File: config.mk
export PLATFORM = sky130hd
export DESIGN_NAME = fbci_host
export DESIGN_NICKNAME = d
export VERILOG_FILES = /design/src/fbci_pkg.sv /design/src/fbci_host.sv /design/src/fbci_seq_rom.sv
export SDC_FILE = /design/constraint.sdc
export NUM_CORES = 1
export LEC_CHECK = 0
export ABC_CLOCK_PERIOD_IN_PS = 7130
export BUFFER_PORTS_ARGS = -buffer_cell sky130_fd_sc_hd__buf_2
export CAP_MARGIN = 20
export CORE_ASPECT_RATIO = 1.75
export CORE_UTILIZATION = 60
export CTS_BUF_LIST = sky130_fd_sc_hd__clkbuf_8 sky130_fd_sc_hd__clkbuf_16
export CTS_CLUSTER_DIAMETER = 200
export DETAILED_ROUTE_END_ITERATION = 6
export GPL_TIMING_DRIVEN = 0
export PLACE_DENSITY = 0.9
export SYNTH_ARGS = -nofsm -noshare
export SYNTH_HDL_FRONTEND = slang
export SYNTH_SLANG_ARGS = --single-unit
File: constraint.sdc
create_clock -name ref_clk -period 7.13 [get_ports ref_clk]
set_clock_uncertainty 0.2 [all_clocks]
set_input_delay 0.713 -clock ref_clk [delete_from_list [all_inputs] [get_ports ref_clk]]
set_output_delay 0.713 -clock ref_clk [all_outputs]
set_load 0.1 [all_outputs]
File: src/fbci_pkg.sv
`default_nettype none
package fbci_pkg;
   // ------------------------------------------------------------
   // APB register map of the controller.
   // ------------------------------------------------------------
   localparam logic [7:0] REG_CTRL   = 8'h00;
   localparam logic [7:0] REG_ADDR   = 8'h04;
   localparam logic [7:0] REG_WDATA  = 8'h08;
   localparam logic [7:0] REG_RDATA  = 8'h0C;
   localparam logic [7:0] REG_STATUS = 8'h10;
   // CTRL fields.
   localparam int CTRL_GO_BIT    = 0;
   localparam int CTRL_OP_LSB    = 4;
   localparam int CTRL_WORD_BIT  = 8;
   localparam int CTRL_IDHV_BIT  = 9;
   localparam logic [31:0] CTRL_RESET = 32'h0000_0100;
   // STATUS fields.
   localparam int STAT_BUSY_BIT  = 0;
   localparam int STAT_DONE_BIT  = 1;
   // ------------------------------------------------------------
   // Operation codes written to CTRL.OP.
   // ------------------------------------------------------------
   localparam logic [3:0] OP_READ       = 4'h0;
   localparam logic [3:0] OP_WRITE      = 4'h1;
   localparam logic [3:0] OP_RESET      = 4'h2;
   localparam logic [3:0] OP_ID         = 4'h3;
   localparam logic [3:0] OP_PROGRAM    = 4'h4;
   localparam logic [3:0] OP_CHIP_ERASE = 4'h5;
   localparam logic [3:0] OP_SECT_ERASE = 4'h6;
   localparam logic [3:0] OP_SUSPEND    = 4'h7;
   localparam logic [3:0] OP_RESUME     = 4'h8;
   localparam logic [3:0] OP_RD_STATUS  = 4'h9;
   localparam logic [3:0] OP_CLR_STATUS = 4'hA;
   localparam logic [3:0] OP_PROTECT    = 4'hB;
   localparam logic [3:0] OP_UNPROTECT  = 4'hC;
   localparam logic [3:0] OP_ABORT      = 4'hD;
   // ------------------------------------------------------------
   // Command sequence addresses and codes.
   // ------------------------------------------------------------
   localparam logic [14:0] UNLOCK_ADDR1 = 15'h5555;
   localparam logic [14:0] UNLOCK_ADDR2 = 15'h2AAA;
   localparam logic [7:0]  UNLOCK_DATA1 = 8'hAA;
   localparam logic [7:0]  UNLOCK_DATA2 = 8'h55;
   localparam logic [7:0]  CMD_RESET    = 8'hF0;
   localparam logic [7:0]  CMD_ID       = 8'h90;
   localparam logic [7:0]  CMD_PROGRAM  = 8'hA0;
   localparam logic [7:0]  CMD_ERASE    = 8'h80;
   localparam logic [7:0]  CMD_CHIP     = 8'h10;
   localparam logic [7:0]  CMD_SECTOR   = 8'h30;
   localparam logic [7:0]  CMD_SUSPEND  = 8'hB0;
   localparam logic [7:0]  CMD_RESUME   = 8'hD0;
   localparam logic [7:0]  CMD_RDSTAT   = 8'h70;
   localparam logic [7:0]  CMD_CLRSTAT  = 8'h50;
   localparam logic [7:0]  CMD_PROT_PRE = 8'h60;
   localparam logic [7:0]  CMD_PROTECT  = 8'h20;
   localparam logic [7:0]  CMD_UNPROT   = 8'h40;
   localparam logic [7:0]  CMD_ABORT    = 8'hE0;
   localparam logic [4:0]  SECT_LOW     = 5'b00000;
   localparam logic [4:0]  SECT_HIGH    = 5'b11111;
   // ------------------------------------------------------------
   // Bus timing: strobe low and high phases at 200 MHz.
   // ------------------------------------------------------------
   localparam int CLK_MHZ        = 200;
   localparam int STROBE_LOW_NS  = 50;
   localparam int STROBE_HIGH_NS = 30;
   localparam int READ_ACC_NS    = 120;
   localparam int LOW_CYC  = (STROBE_LOW_NS * CLK_MHZ + 999) / 1000;
   localparam int HIGH_CYC = (STROBE_HIGH_NS * CLK_MHZ + 999) / 1000;
   localparam int READ_CYC = (READ_ACC_NS * CLK_MHZ + 999) / 1000;
endpackage
`default_nettype wire

File: src/fbci_host.sv
// Behaviour
// - Writes drive select low, gate high, strobe low, with host data on lines.
// - Program, erase and protect need the full command sequence.
// - Commands open with AA to 5555 then 55 to 2AAA; code to 5555.
// - Erases take six writes ending 10 to 5555 or 30 to sector.
// - Suspend, resume D0 and clear-status 50 take three writes.
// - Read-status 70; the next read returns status.
// - Protect 60 then 20 or 40 to sector; verify 90; abort E0.
`timescale 1ns/10ps
`default_nettype none
module fbci_host (
   // Clock and reset.
   input  wire logic        ref_clk,
   input  wire logic        rst_n,
   // APB slave.
   input  wire logic        psel,
   input  wire logic        penable,
   input  wire logic        pwrite,
   input  wire logic [7:0]  paddr,
   input  wire logic [31:0] pwdata,
   output logic [31:0]      prdata,
   output logic             pready,
   output logic             pslverr,
   // Flash pins.
   output logic [19:0]      flashAddr,
   output logic             chipSelN,
   output logic             outGateN,
   output logic             writeStrobeN,
   output logic             wordModeSel,
   output logic             idHighVoltage,
   input  wire logic [15:0] dataIn,
   output logic [15:0]      dataOut,
   output logic [15:0]      dataOe
);
   typedef enum {ST_IDLE, ST_WSETUP, ST_WLOW, ST_WHIGH, ST_RLOW, ST_RDONE} fbci_state_e;
   fbci_state_e stateQ;
   logic [31:0] ctrlQ;
   logic [19:0] addrQ;
   logic [15:0] wdataQ;
   logic [15:0] rdataQ;
   logic        doneQ;
   logic [2:0]  stepQ;
   logic [7:0]  cntQ;
   logic [3:0]  opQ;
   logic [2:0]  lastStep;
   logic [19:0] stepAddr;
   logic [15:0] stepData;
   logic        busy;
   logic        apbWr;
   logic        sectOk;
   // ------------------------------------------------------------
   // Register access.
   // ------------------------------------------------------------
   assign busy  = (stateQ != ST_IDLE);
   assign apbWr = psel && penable && pwrite;
   // Protect and unprotect only for the outer sectors.
   assign sectOk = (addrQ[19:15] == fbci_pkg::SECT_LOW) || (addrQ[19:15] == fbci_pkg::SECT_HIGH);
   // Control, address and write-data registers.
   always_ff @(posedge ref_clk or negedge rst_n) begin
      if (!rst_n) begin
         ctrlQ  <= fbci_pkg::CTRL_RESET;
         addrQ  <= 20'h00000;
         wdataQ <= 16'h0000;
      end else if (apbWr && !busy) begin
         case (paddr)
            fbci_pkg::REG_CTRL:  ctrlQ  <= pwdata;
            fbci_pkg::REG_ADDR:  addrQ  <= pwdata[19:0];
            fbci_pkg::REG_WDATA: wdataQ <= pwdata[15:0];
            default:             ctrlQ  <= {ctrlQ[31:1], 1'b0};
         endcase
      end else begin
         ctrlQ[fbci_pkg::CTRL_GO_BIT] <= 1'b0;
      end
   end
   // Single-cycle APB answer with registered read data.
   always_ff @(posedge ref_clk or negedge rst_n) begin
      if (!rst_n) begin
         pready  <= 1'b0;
         pslverr <= 1'b0;
         prdata  <= 32'h0000_0000;
      end else begin
         pready  <= psel && !penable;
         pslverr <= psel && !penable && (paddr > fbci_pkg::REG_STATUS || paddr[1:0] != 2'b00);
         case (paddr)
            fbci_pkg::REG_CTRL:   prdata <= ctrlQ;
            fbci_pkg::REG_ADDR:   prdata <= {12'h000, addrQ};
            fbci_pkg::REG_WDATA:  prdata <= {16'h0000, wdataQ};
            fbci_pkg::REG_RDATA:  prdata <= {16'h0000, rdataQ};
            fbci_pkg::REG_STATUS: prdata <= {30'h0, doneQ, busy};
            default:              prdata <= 32'h0000_0000;
         endcase
      end
   end
   // ------------------------------------------------------------
   // Sequence table.
   // ------------------------------------------------------------
   fbci_seq_rom uRom (
      .op       (opQ),
      .step     (stepQ),
      .userAddr (addrQ),
      .userData (wdataQ),
      .lastStep (lastStep),
      .stepAddr (stepAddr),
      .stepData (stepData)
   );
   // ------------------------------------------------------------
   // Bus cycle engine.
   // ------------------------------------------------------------
   // Walks reads and command writes on the flash pins.
   always_ff @(posedge ref_clk or negedge rst_n) begin
      if (!rst_n) begin
         stateQ        <= ST_IDLE;
         stepQ         <= 3'd0;
         cntQ          <= 8'h00;
         opQ           <= fbci_pkg::OP_READ;
         doneQ         <= 1'b0;
         rdataQ        <= 16'h0000;
         flashAddr     <= 20'h00000;
         chipSelN      <= 1'b1;
         outGateN      <= 1'b1;
         writeStrobeN  <= 1'b1;
         dataOut       <= 16'h0000;
         dataOe        <= 16'h0000;
         wordModeSel   <= 1'b1;
         idHighVoltage <= 1'b0;
      end else begin
         wordModeSel <= ctrlQ[fbci_pkg::CTRL_WORD_BIT];
         case (stateQ)
            ST_IDLE: begin
               chipSelN     <= 1'b1;
               outGateN     <= 1'b1;
               writeStrobeN <= 1'b1;
               dataOe       <= 16'h0000;
               if (ctrlQ[fbci_pkg::CTRL_GO_BIT]) begin
                  opQ   <= ctrlQ[fbci_pkg::CTRL_OP_LSB +: 4];
                  stepQ <= 3'd0;
                  doneQ <= 1'b0;
                  cntQ  <= 8'h00;
                  idHighVoltage <= ctrlQ[fbci_pkg::CTRL_IDHV_BIT];
                  if (ctrlQ[fbci_pkg::CTRL_OP_LSB +: 4] == fbci_pkg::OP_READ) begin
                     flashAddr <= addrQ;
                     stateQ    <= ST_RLOW;
                  end else if ((ctrlQ[fbci_pkg::CTRL_OP_LSB +: 4] == fbci_pkg::OP_PROTECT ||
                                ctrlQ[fbci_pkg::CTRL_OP_LSB +: 4] == fbci_pkg::OP_UNPROTECT) && !sectOk) begin
                     doneQ <= 1'b1;
                  end else begin
                     stateQ <= ST_WSETUP;
                  end
               end
            end
            // Address is set up before the strobe falls.
            ST_WSETUP: begin
               if (opQ == fbci_pkg::OP_WRITE) begin
                  flashAddr <= addrQ;
                  dataOut   <= wdataQ;
               end else begin
                  flashAddr <= stepAddr;
                  dataOut   <= stepData;
               end
               dataOe   <= ctrlQ[fbci_pkg::CTRL_WORD_BIT] ? 16'hFFFF : 16'h00FF;
               chipSelN <= 1'b0;
               outGateN <= 1'b1;
               cntQ     <= 8'h00;
               stateQ   <= ST_WLOW;
            end
            // Strobe low; address taken on its fall, data on its rise.
            ST_WLOW: begin
               writeStrobeN <= 1'b0;
               cntQ <= cntQ + 8'h01;
               if (cntQ == 8'(fbci_pkg::LOW_CYC)) begin
                  writeStrobeN <= 1'b1;
                  cntQ   <= 8'h00;
                  stateQ <= ST_WHIGH;
               end
            end
            ST_WHIGH: begin
               cntQ <= cntQ + 8'h01;
               if (cntQ == 8'(fbci_pkg::HIGH_CYC)) begin
                  chipSelN <= 1'b1;
                  dataOe   <= 16'h0000;
                  if (opQ == fbci_pkg::OP_WRITE || stepQ == lastStep) begin
                     doneQ  <= 1'b1;
                     stateQ <= ST_IDLE;
                  end else begin
                     stepQ  <= stepQ + 3'd1;
                     stateQ <= ST_WSETUP;
                  end
               end
            end
            // Read: select and gate low, strobe high.
            ST_RLOW: begin
               chipSelN <= 1'b0;
               outGateN <= 1'b0;
               cntQ <= cntQ + 8'h01;
               if (cntQ == 8'(fbci_pkg::READ_CYC)) begin
                  rdataQ <= ctrlQ[fbci_pkg::CTRL_WORD_BIT] ? dataIn : {8'h00, dataIn[7:0]};
                  stateQ <= ST_RDONE;
               end
            end
            ST_RDONE: begin
               chipSelN      <= 1'b1;
               outGateN      <= 1'b1;
               idHighVoltage <= 1'b0;
               doneQ         <= 1'b1;
               stateQ        <= ST_IDLE;
            end
            default: stateQ <= ST_IDLE;
         endcase
      end
   end
endmodule // fbci_host
`default_nettype wire

File: src/fbci_seq_rom.sv
`timescale 1ns/10ps
`default_nettype none
// Gives the bus write for one step of a command sequence.
module fbci_seq_rom (
   // Selection.
   input  wire logic [3:0]  op,
   input  wire logic [2:0]  step,
   input  wire logic [19:0] userAddr,
   input  wire logic [15:0] userData,
   // Result.
   output logic [2:0]       lastStep,
   output logic [19:0]      stepAddr,
   output logic [15:0]      stepData
);
   logic [7:0] code3;
   logic [7:0] code6;
   logic       sixCycle;
   // ------------------------------------------------------------
   // Step table.
   // ------------------------------------------------------------
   // Third and sixth cycle codes per operation.
   always_comb begin
      code3    = fbci_pkg::CMD_RESET;
      code6    = fbci_pkg::CMD_CHIP;
      sixCycle = 1'b0;
      case (op)
         fbci_pkg::OP_ID:         code3 = fbci_pkg::CMD_ID;
         fbci_pkg::OP_PROGRAM:    code3 = fbci_pkg::CMD_PROGRAM;
         fbci_pkg::OP_CHIP_ERASE: begin
            code3 = fbci_pkg::CMD_ERASE;
            sixCycle = 1'b1;
         end
         fbci_pkg::OP_SECT_ERASE: begin
            code3 = fbci_pkg::CMD_ERASE;
            code6 = fbci_pkg::CMD_SECTOR;
            sixCycle = 1'b1;
         end
         fbci_pkg::OP_SUSPEND:    code3 = fbci_pkg::CMD_SUSPEND;
         fbci_pkg::OP_RESUME:     code3 = fbci_pkg::CMD_RESUME;
         fbci_pkg::OP_RD_STATUS:  code3 = fbci_pkg::CMD_RDSTAT;
         fbci_pkg::OP_CLR_STATUS: code3 = fbci_pkg::CMD_CLRSTAT;
         fbci_pkg::OP_PROTECT: begin
            code3 = fbci_pkg::CMD_PROT_PRE;
            code6 = fbci_pkg::CMD_PROTECT;
            sixCycle = 1'b1;
         end
         fbci_pkg::OP_UNPROTECT: begin
            code3 = fbci_pkg::CMD_PROT_PRE;
            code6 = fbci_pkg::CMD_UNPROT;
            sixCycle = 1'b1;
         end
         fbci_pkg::OP_ABORT:      code3 = fbci_pkg::CMD_ABORT;
         default:                 code3 = fbci_pkg::CMD_RESET;
      endcase
   end
   // Address and data of the current step; upper address bits zero for unlocks.
   always_comb begin
      lastStep = sixCycle ? 3'd5 : ((op == fbci_pkg::OP_PROGRAM) ? 3'd3 : 3'd2);
      stepData = {8'h00, fbci_pkg::UNLOCK_DATA1};
      stepAddr = {5'h00, fbci_pkg::UNLOCK_ADDR1};
      case (step)
         3'd0, 3'd3: begin
            stepData = {8'h00, fbci_pkg::UNLOCK_DATA1};
            stepAddr = {5'h00, fbci_pkg::UNLOCK_ADDR1};
            if (step == 3'd3 && op == fbci_pkg::OP_PROGRAM) begin
               stepData = userData;
               stepAddr = userAddr;
            end
         end
         3'd1, 3'd4: begin
            stepData = {8'h00, fbci_pkg::UNLOCK_DATA2};
            stepAddr = {5'h00, fbci_pkg::UNLOCK_ADDR2};
         end
         3'd2: begin
            stepData = {8'h00, code3};
            stepAddr = {5'h00, fbci_pkg::UNLOCK_ADDR1};
         end
         3'd5: begin
            stepData = {8'h00, code6};
            stepAddr = (op == fbci_pkg::OP_CHIP_ERASE) ? {5'h00, fbci_pkg::UNLOCK_ADDR1} : userAddr;
         end
         default: begin
            stepData = 16'h0000;
            stepAddr = 20'h00000;
         end
      endcase
   end
endmodule // fbci_seq_rom
`default_nettype wire

==> metrics.cfg, run 1 <==
[power_and_ir_drop]
p_sw_share_pct=43.5
pwr-share-seq_pct=36.4
power.internal_w=0.00184
power_density_nw_per_um2=321
pwr-share-comb_pct=33.7
p_leak_nw=5.21
clkPwrFrac_pct=29.9
p_switching_w=0.00142
irDropWorstVdd_mv=0.243

[sta]
final_hold_viol_count=0
final-setup-viol-count=0
rsz0062_at_grt=false
slew_violations=0
period_minus_slack_ns=3.09
max_freq_mhz=324
relSlewSlack_pct=35.2
worstMarginPinSlew_ns=0.959
period_share_pct=43.3
setup_tns_ns=0

[synth]
async_flop_share_pct=100
seq_area_frac_synth_pct=52.9
netlist_instances=754
synthFlopType=dfrtp_1
ys_ff_latch=180
syn-cell-area_um2=8530
syn_area_per_cell_um2=11.3
synthTopCellsByArea=dfrtp_1 (51%), mux2_2 (6.5%), mux2i_1 (4.1%)
yosysWarningCount=0
synth_area_leader_cell=dfrtp_1
synth_top_area_share_pct=51.3
synth_edf_count=0
synthDistinctLibCells=75
syn_nets=823

[floorplan]
die_h_um=160
num_rows=57
core-area_um2=13900
initial_core_util_pct=61.3
io_pins=152
die_area_um2=14700
fp.dieW_um=92.1

[drt]
via_count=6908
drt_iter0_drc=604
drt-total-wl_um=23800
antenna_left=0
wl_per_cell_um=21.3
viasPerCell=6.20
drc=0
dr.pass1.iters=5

[critical_path]
cp_max_fo=10
reg2reg_from=stateQ[1]
end_kind=register
crit_type=register to register
r2r_end=flashAddr[19]
r2r_cells=7
critPathArrivalTime_ns=3.27
required_ns=7.31
r2r_slack_ns=4.04
worst_setup_path_start_kind=register

[worst_hold_path]
min_path_type=input pin to asynchronous set/reset pin

[cts]
cts.clk_slew.worst_paths_ns=0.07
cts_resized=0
ctsHoldBuffers=0
clock-sinks=180
cts_made_buffers=17
htree_num_levels=4
cts_tree=built
cts_root_buf=clkbuf_16
cts_setup_buffers=0
insertion_delay_ns=0.45
cts.path.max_buffers=2

[place]
port_buffers=150
dpl.hpwl_um=16600
gp_congestion=0.929
dp_cells=1082

[layout]
area_delta_synth_final_pct=19.2
fin_nets=993
final_cell_mix=dfrtp_1 (175), buf_2 (156), nand2_1 (74)
instances_no_fill=1115
layout_commonest_cell=dfrtp_1
drive_above_1_share_pct=32.3

[global_route]
track_usage_pct=33.8
grt_pass1_wl_um=37300
overflow=0
grt_pass1_vias=7134
grt_max_degree=95
antenna_found_initial=2

[status]
status=complete, no violations

[job]
cap_viol_max_count=0

[cell families (layout without fill, tap and decap cells)]
kind of cell,count (synthesis),count (layout),share of synthesized area (%)
and+or+nand+nor,207,207,13.1
xor gates and xnor gates,4,4,0.411
other,0,1,0
buffers and inverters,75,258,4.42
AOI/OAI and AO/OA,165,165,12.4
muxes,115,115,15.5
adders and majority gates,8,8,1.17
DFF,180,180,52.9
[critical path, cell delays in order, from the launching register on]
cell and delay (ns):
dfrtp_1 0.41, clkbuf_1 0.24, nor3b_1 0.78, nor2_1 0.33, nor2b_1 0.28, clkbuf_1 0.51, nand3_1 0.17, nand2_1 0.10
[metal layers]
| metal | GRT usage, % | up-vias | routed length, um |
|---|---|---|---|
| li1 | - | 3045 | - |
| met5 | 0 | - | 13 |
| met4 | 23.4 | 2 | 1750 |
| met1 | 36.6 | 3344 | 8160 |
| met3 | 8.62 | 117 | 1560 |
| met2 | 57.2 | 400 | 12300 |
[cells in the mapped netlist (3+ instances only)]
library cell  count
dfrtp_1         175
nand2_1          74
o21ai_0          50
mux2_2           49
a21oi_1          36
mux2i_1          35
nor2_1           33
nand3_1          26
clkbuf_1         25
mux2_4           20
inv_1            19
and3_1           17
buf_4            17
o22ai_1          17
mux2_1           11
ha_1              8
buf_2             7
nor2b_1           7
o22a_1            7
a211oi_1          6
dfstp_2           5
nor3_1            5
nor3b_1           5
o21a_1            5
a22o_1            4
a22oi_1           4
buf_1             4
o21ai_1           4
a221o_1           3
and3b_1           3
buf_6             3
nand2b_1          3
o31ai_1           3
or3_1             3
or3b_2            3
[state kept, by name (all words and copies together) (netlist names), 2 cells and up]
register / cells
cntQ: 8
stateQ: 3
rdataQ: 16
stepQ: 3
wdataQ: 16
dataOe: 2
flashAddr: 20
prdata: 32
ctrlQ: 32
addrQ: 20
dataOut: 16
opQ: 4
[metrics by stage]
step | worst slack, ns | utilization (%) | cell area, um2 | total power [W] | hold slack, ns
after floorplan | 4.33 | - | 8530 | 0.00207 | 0.159
after global placement | 2.44 | 68.3 | 9500 | 0.00227 | 0.163
after detailed placement | 3.90 | 68.6 | 9540 | 0.00229 | 0.173
after CTS | 4.11 | 73.1 | 10200 | 0.00326 | 0.0670
after global routing | 3.83 | 73.1 | 10200 | 0.00336 | 0.101
final | 4.04 | 73.1 | 10200 | 0.00327 | 0.0274
[power by group through the flow]
stage / registers [W] / clock network (W) / logic [W]
after floorplan: 0.00164 / 0 / 0.000425
after global placement: 0.00120 / 0 / 0.00107
after detailed placement: 0.00120 / 0 / 0.00109
after CTS: 0.00119 / 0.000978 / 0.00110
after global routing: 0.00120 / 0.00102 / 0.00115
final: 0.00119 / 0.000976 / 0.00110
[final cells by class]
type,count,area (um2)
sequential,180,4510
fill,909,3740
multi-input combinational,499,3640
timing repair buffer,151,788
clock buffer,17,425
buffer,56,305
tap,177,221
clock inverter,15,199
inverter,19,71.3
antenna,1,2.50
[how the worst max path moves through the flow]
stage / from / end / slack, ns / depth (start not counted)
2_1_floorplan: paddr[5] / wdataQ[10] / 4.33 / 7
3_3_place_gp: rst_n / ctrlQ[29] / 2.44 / 1
3_5_place_dp: paddr[5] / wdataQ[11] / 3.90 / 8
4_1_cts: stateQ[1] / flashAddr[18] / 4.11 / 7
5_1_grt: stateQ[1] / flashAddr[19] / 3.83 / 7
6_report: stateQ[1] / flashAddr[19] / 4.04 / 7
(Power assumes the default switching activity.)
==> inputs of run 2 (changes only) <==
--- a/config.mk
+++ b/config.mk
@@ -5,16 +5,17 @@
 export SDC_FILE = /design/constraint.sdc
 export NUM_CORES = 1
 export LEC_CHECK = 0
-export ABC_CLOCK_PERIOD_IN_PS = 7130
+export ABC_AREA = 1
+export ABC_CLOCK_PERIOD_IN_PS = 2800
 export BUFFER_PORTS_ARGS = -buffer_cell sky130_fd_sc_hd__buf_2
 export CAP_MARGIN = 20
 export CORE_ASPECT_RATIO = 1.75
-export CORE_UTILIZATION = 60
+export CORE_UTILIZATION = 50
 export CTS_BUF_LIST = sky130_fd_sc_hd__clkbuf_8 sky130_fd_sc_hd__clkbuf_16
 export CTS_CLUSTER_DIAMETER = 200
 export DETAILED_ROUTE_END_ITERATION = 6
 export GPL_TIMING_DRIVEN = 0
-export PLACE_DENSITY = 0.9
+export PLACE_DENSITY = 0.81
 export SYNTH_ARGS = -nofsm -noshare
 export SYNTH_HDL_FRONTEND = slang
 export SYNTH_SLANG_ARGS = --single-unit
==> constraint.sdc (replaced) <==
create_clock -name ref_clk -period 2.8 [get_ports ref_clk]
set_clock_uncertainty 0.2 [all_clocks]
set_input_delay 0.28 -clock ref_clk [delete_from_list [all_inputs] [get_ports ref_clk]]
set_output_delay 0.28 -clock ref_clk [all_outputs]
set_load 0.1 [all_outputs]
==> run 2 against run 1 <==
Non-clock buffer count increased by 42. Maximum frequency is 37% higher. Global-route usage decreased by 5.4 points. Setup slack got worse by 3.5 ns. Total power rose to 2.8 times the previous value. Sequential share of layout area decreased by 1.1 points. Core utilization shrank 9.0 points. Critical path type unchanged.
==> metrics.cfg, run 2 <==
[status]
status=complete, no violations

[synth]
synth_edf_count=0
synth_area_leader_cell=dfrtp_1
netlist_top_cells_count=nand2_1 (261), dfrtp_1 (175), o21ai_0 (103), inv_1 (98), nor2_1 (71)
synthTopCellsByArea=dfrtp_1 (53%), nand2_1 (12%), o21ai_0 (6.2%)
syn_nets=1057
netlist_instances=988
synth_most_common_cell=nand2_1
synthFlopType=dfrtp_1
syn-cell-area_um2=8290
synth_top_area_share_pct=52.8
ys_ff_latch=180
async_flop_share_pct=100
synthDistinctLibCells=39
syn_area_per_cell_um2=8.39
seq_area_frac_synth_pct=54.4
yosysWarningCount=0

[critical_path]
end_kind=register
crit_slowest_cell=dfrtp_1
required_ns=2.91
critPathArrivalTime_ns=2.37
crit_type=register to register
cp_max_fo=10
crit_family=simple AND/OR/NAND/NOR gates
max_stage_delay_ns=0.42
r2r_cells=8
reg2reg_from=cntQ[0]
worst_setup_path_start_kind=register
critPathBufInv=3
path_cells=inv_1 -> ha_1 -> nand2_1 -> nor3_1 -> nand2_2 -> inv_2 -> buf_2 -> o21ai_0
r2r_slack_ns=0.54
r2r_end=rdataQ[15]

[place]
port_buffers=151
dpl.hpwl_um=16700
place_ws_ns=0.458
gp_congestion=0.945
dpl_cell_area_um2=9330

[sta]
period_share_pct=80.7
setup_slack_ns=0.540
final_hold_viol_count=0
relSlewSlack_pct=55.0
slew_violations=0
period_minus_slack_ns=2.26
max_freq_mhz=443
final-setup-viol-count=0
worstMarginPinSlew_ns=0.675
rsz0062_at_grt=false

[cts]
cts_made_buffers=17
htree_num_levels=4
cts_resized=0
cts_setup_buffers=0
cts.clk_slew.worst_paths_ns=0.07
cts_root_buf=clkbuf_16
insertion_delay_ns=0.44
clock-sinks=180
cts.path.max_buffers=2
cts_tree=built

[drt]
drc=0
drt_iter0_drc=644
via_count=7638
dr.pass1.iters=5
antenna_left=0
drt-total-wl_um=23200
wl_per_cell_um=16.4
viasPerCell=5.39

[power_and_ir_drop]
power_density_nw_per_um2=865
irDropWorstVdd_mv=0.600
p_leak_nw=5.34

[floorplan]
die_h_um=172
core-area_um2=16300
num_rows=62
initial_core_util_pct=50.9
die_area_um2=17100
fp.dieW_um=99.4
io_pins=152

[layout]
top_regs=ctrlQ (32), prdata (32)
fin_nets=1280
final_cell_mix=nand2_1 (261), dfrtp_1 (175), buf_2 (165)
area_delta_synth_final_pct=25.8
nFillCells=1327
diodes=0
stdcell_area_um2=10400
drive_above_1_share_pct=22.1
layout_commonest_cell=nand2_1

[global_route]
track_usage_pct=28.5
grt_pass1_wl_um=37100
overflow=0
grt_pass1_vias=7465
antenna_found_initial=0
grt_max_degree=118

[worst_hold_path]
hp-start=paddr[4]
min_delay_worst_endpoint=prdata[1]
whs_path_depth=5
min_path_type=input pin to register

[job]
cap_viol_max_count=0

[run 2: how the worst max path moves through the flow]
stage | startpoint | to | slack [ns] | depth (start not counted)
floorplan | dataOe[14] | dataOe[10] | 0.88 | 1
global placement | rst_n | ctrlQ[29] | -1.49 | 1
detailed placement | paddr[1] | prdata[10] | 0.46 | 9
CTS | cntQ[0] | rdataQ[15] | 0.56 | 8
global route | cntQ[0] | rdataQ[14] | 0.32 | 8
finish | cntQ[0] | rdataQ[15] | 0.54 | 8
[run 2: report_power, final]
group | leakage, nW | internal (W) | switching [W]
Combinational | 2.75 | 0.000738 | 0.00285
Clock | 0.289 | 0.00124 | 0.00114
Sequential | 2.29 | 0.00288 | 0.000176
Total | 5.34 | 0.00486 | 0.00417
[run 2: cells by family (layout without fill, tap and decap cells)]
group	Yosys count	in the layout	share of synthesized area, %
AO/OA/AOI/OAI	213	213	14.0
buffers and inverters	162	398	8.33
flip-flops	180	180	54.4
AND/OR/NAND/NOR	424	424	21.9
multiplexers	1	1	0.121
adder cells (fa/ha/maj)	8	8	1.21
[run 2: metal layers]
metal  wire, um  share of wire, %  up-vias  track usage [%]
met2      11900                51      326             49.6
met1       8740                38     3586             32.3
met3       1360               5.9       89             4.85
li1           -                 -     3637                -
met5          0                 0        -                0
met4       1230               5.3        0             17.8
[run 2: worst register-to-register path: cells and delay by family, from the launching register on]
kind                     cells  cell delay, ns
AND/OR/NAND/NOR              3            0.65
buffers and inverters        3            0.59
flip-flops                   1            0.42
adder cells (fa/ha/maj)      1            0.15
AO/OA/AOI/OAI                1            0.12
[run 2: what timing repair did]
item | 4_1_cts | 5_1_grt
endpoints found under the hold margin | 146 | 0
hold buffers | 52 | 0
endpoints found under the setup margin | 0 | 0
[run 2: stage by stage]
stage               util [%]  hold slack [ns]  power (W)  cells  TNS [ns]
floorplan                  -           -0.216    0.00595    988         0
global placement        57.0            0.175    0.00657   1331   -260.68
detailed placement      57.3           0.0533    0.00662   1332         0
CTS                     64.1            0.101    0.00904   1416         0
global route            64.1            0.149    0.00939   1416         0
finish                  64.1           0.0967    0.00903   1416         0
[run 2: cell type report]
type                       count  area [um2]  share of cell area [%]
buffer                        45         251                    2.41
clock buffer                  19         453                    4.34
clock inverter                13         135                    1.29
inverter                     117         439                    4.21
multi-input combinational    646        3090                    29.6
sequential                   180        4510                    43.2
tap                          192         240                    2.30
timing repair buffer         204        1310                    12.6
==> inputs of run 3 (changes only) <==
==> config.mk (replaced) <==
export PLATFORM = sky130hd
export DESIGN_NAME = fbci_host
export DESIGN_NICKNAME = d
export VERILOG_FILES = /design/src/fbci_pkg.sv /design/src/fbci_host.sv /design/src/fbci_seq_rom.sv
export SDC_FILE = /design/constraint.sdc
export NUM_CORES = 1
export LEC_CHECK = 0
export ABC_AREA = 0
export ABC_CLOCK_PERIOD_IN_PS = 1800
export BUFFER_PORTS_ARGS = -buffer_cell sky130_fd_sc_hd__buf_2
export CAP_MARGIN = 20
export CORE_ASPECT_RATIO = 1.75
export CORE_UTILIZATION = 51
export CTS_BUF_LIST = sky130_fd_sc_hd__clkbuf_8 sky130_fd_sc_hd__clkbuf_16
export CTS_CLUSTER_DIAMETER = 200
export DETAILED_ROUTE_END_ITERATION = 6
export GPL_TIMING_DRIVEN = 0
export PLACE_DENSITY = 0.82
export SYNTH_ARGS = -nofsm -noshare
export SYNTH_HDL_FRONTEND = slang
export SYNTH_SLANG_ARGS = --single-unit
==> constraint.sdc (replaced) <==
create_clock -name ref_clk -period 1.8 [get_ports ref_clk]
set_clock_uncertainty 0.2 [all_clocks]
set_input_delay 0.18 -clock ref_clk [delete_from_list [all_inputs] [get_ports ref_clk]]
set_output_delay 0.18 -clock ref_clk [all_outputs]
set_load 0.1 [all_outputs]
==> run 3 against run 2 <==
The run now ends with hold timing, setup timing left. Core utilization grew 13 points. Critical path depth rose by 1. Total power up 56%. Sequential power up 53%. Cell area increased by 21%. Final cell count decreased by 9.7%. Sequential share of layout area is 7.6 points lower. Combinational power grew 55%. Count of clock-buffer cells in the layout is 2 lower. Maximum frequency shrank 5.2%. Non-clock buffer count rose by 75. Sequential cell count stayed put. Critical endpoint is now dataOut[13].
==> metrics.cfg, run 3 (synthesized netlist as in run 1, its figures left out) <==
[layout]
final_cell_mix=dfrtp_1 (171), buf_2 (138), mux2_4 (75)
layout_commonest_cell=dfrtp_1
drive_above_1_share_pct=49.2
area_delta_synth_final_pct=48.7
fin_nets=1110
top_regs=ctrlQ (32), prdata (32)

[critical_path]
reg2reg_from=stepQ[2]
worst_setup_path_start_kind=register
crit_type=register to register
r2r_cells=9
required_ns=1.98
critPathArrivalTime_ns=2.56
r2r_end=dataOut[13]
cp_max_fo=6
r2r_slack_ns=-0.58
end_kind=register
crit_slowest_cell=dfrtp_1
path_cells=inv_1 -> ha_1 -> inv_4 -> or2_4 -> o21ai_4 -> buf_4 -> buf_12 -> nand3_2 -> nand2_1
max_stage_delay_ns=0.49

[place]
port_buffers=150
place_ws_ns=-0.927
gp_congestion=0.960
dpl.hpwl_um=16700

[global_route]
track_usage_pct=35.5
antenna_found_initial=1
grt_pass1_wl_um=45600
overflow=0
grt_max_degree=118
grt_pass1_vias=8285

[sta]
relSlewSlack_pct=37.3
period_share_pct=132
setup_tns_ns=-63.14
max_freq_mhz=420
worstMarginPinSlew_ns=0.941
final-setup-viol-count=144
slew_violations=0
timing.hold.ws_ns=-0.0483
setup_slack_ns=-0.583
final_hold_viol_count=1
rsz0062_at_grt=true
period_minus_slack_ns=2.38

[drt]
wl_met1_um=10600
wl_per_cell_um=25.3
drt_iter0_drc=693
viasPerCell=6.34
wl_met3_um=2530
route.met2.wl_um=16200
antenna_left=0
drc=0
top_layer=met4
via_count=8107
dr.pass1.iters=7
drt-total-wl_um=32400

[cts]
cts_made_buffers=17
ctsHoldBuffers=54
cts_tree=built
clock-sinks=180
insertion_delay_ns=0.45
cts.path.max_buffers=2
cts.clk_slew.worst_paths_ns=0.07
htree_num_levels=4
cts_root_buf=clkbuf_16

[worst_hold_path]
hp-start=pwrite
min_path_type=input pin to register
whs_path_depth=4
min_delay_worst_endpoint=ctrlQ[0]

[floorplan]
die_h_um=173
fp.dieW_um=99.8
num_rows=62
initial_core_util_pct=52.1
die_area_um2=17300
core-area_um2=16400
io_pins=152

[status]
status=finished with violations
violations=hold timing, setup timing

[job]
cap_viol_max_count=0

[power_and_ir_drop]
p_leak_nw=6.13
total_power_w=0.0141
irDropWorstVdd_mv=1.71
power_density_nw_per_um2=1110

## run 3: timing repair
action / CTS / global route
setup buffers: 53 / 20
gates resized for setup: 147 / 90
cloned: 7 / 1
endpoints found under the hold margin: 149 / 1
endpoints found under the setup margin: 171 / 150
pin swaps: 38 / 47
## run 3: per-stage QoR
step           hold slack [ns]  area, um2  util (%)  std cells
6_report               -0.0483      12700      77.5       1279
5_1_grt                -0.0237      12700      77.5       1279
4_1_cts                -0.0630      12400      75.7       1271
3_5_place_dp           -0.0400      10100      61.9       1129
3_3_place_gp             0.166      10100      61.6       1128
2_1_floorplan           -0.316       9060         -        754
## run 3: how the worst max path moves through the flow
stage,from,endpoint,slack (ns),cells after the start
after floorplan,paddr[5],wdataQ[11],-0.45,7
after global placement,rst_n,opQ[3],-2.71,1
after detailed placement,ctrlQ[7],flashAddr[18],-0.93,6
after CTS,opQ[1],stepQ[1],-0.51,6
after global routing,opQ[1],dataOut[13],-0.62,8
final,stepQ[2],dataOut[13],-0.58,9
## run 3: critical path: cells and delay by family (launching register included)
kind	cells	cell delay, ns
buf+inv	4	0.63
simple gates	3	0.44
flops	1	0.49
fa+ha+maj	1	0.33
compound gates	1	0.24
## run 3: final cells by class
cell class	instances	area, um2
diodes	1	2.50
inverters	19	73.8
fillers	893	3690
clock inverters	15	158
flip-flops and latches	180	4520
well taps	224	280
clock buffers	17	425
multi-input cells	499	4630
repair buffers	272	2130
plain buffers	52	459
## run 3: power breakdown
part | leakage (nW) | internal (W) | switching, W
Clock | 0.288 | 0.00198 | 0.00184
Combinational | 3.43 | 0.00149 | 0.00406
Sequential | 2.41 | 0.00441 | 0.000274
Total | 6.13 | 0.00788 | 0.00618
## run 3: metal layers
| layer | vias to the layer above | global-route usage [%] |
|---|---|---|
| li1 | 3276 | - |
| met1 | 3970 | 37.8 |
| met2 | 626 | 59.6 |
| met3 | 235 | 7.60 |
| met4 | 0 | 28.2 |
| met5 | - | 0 |
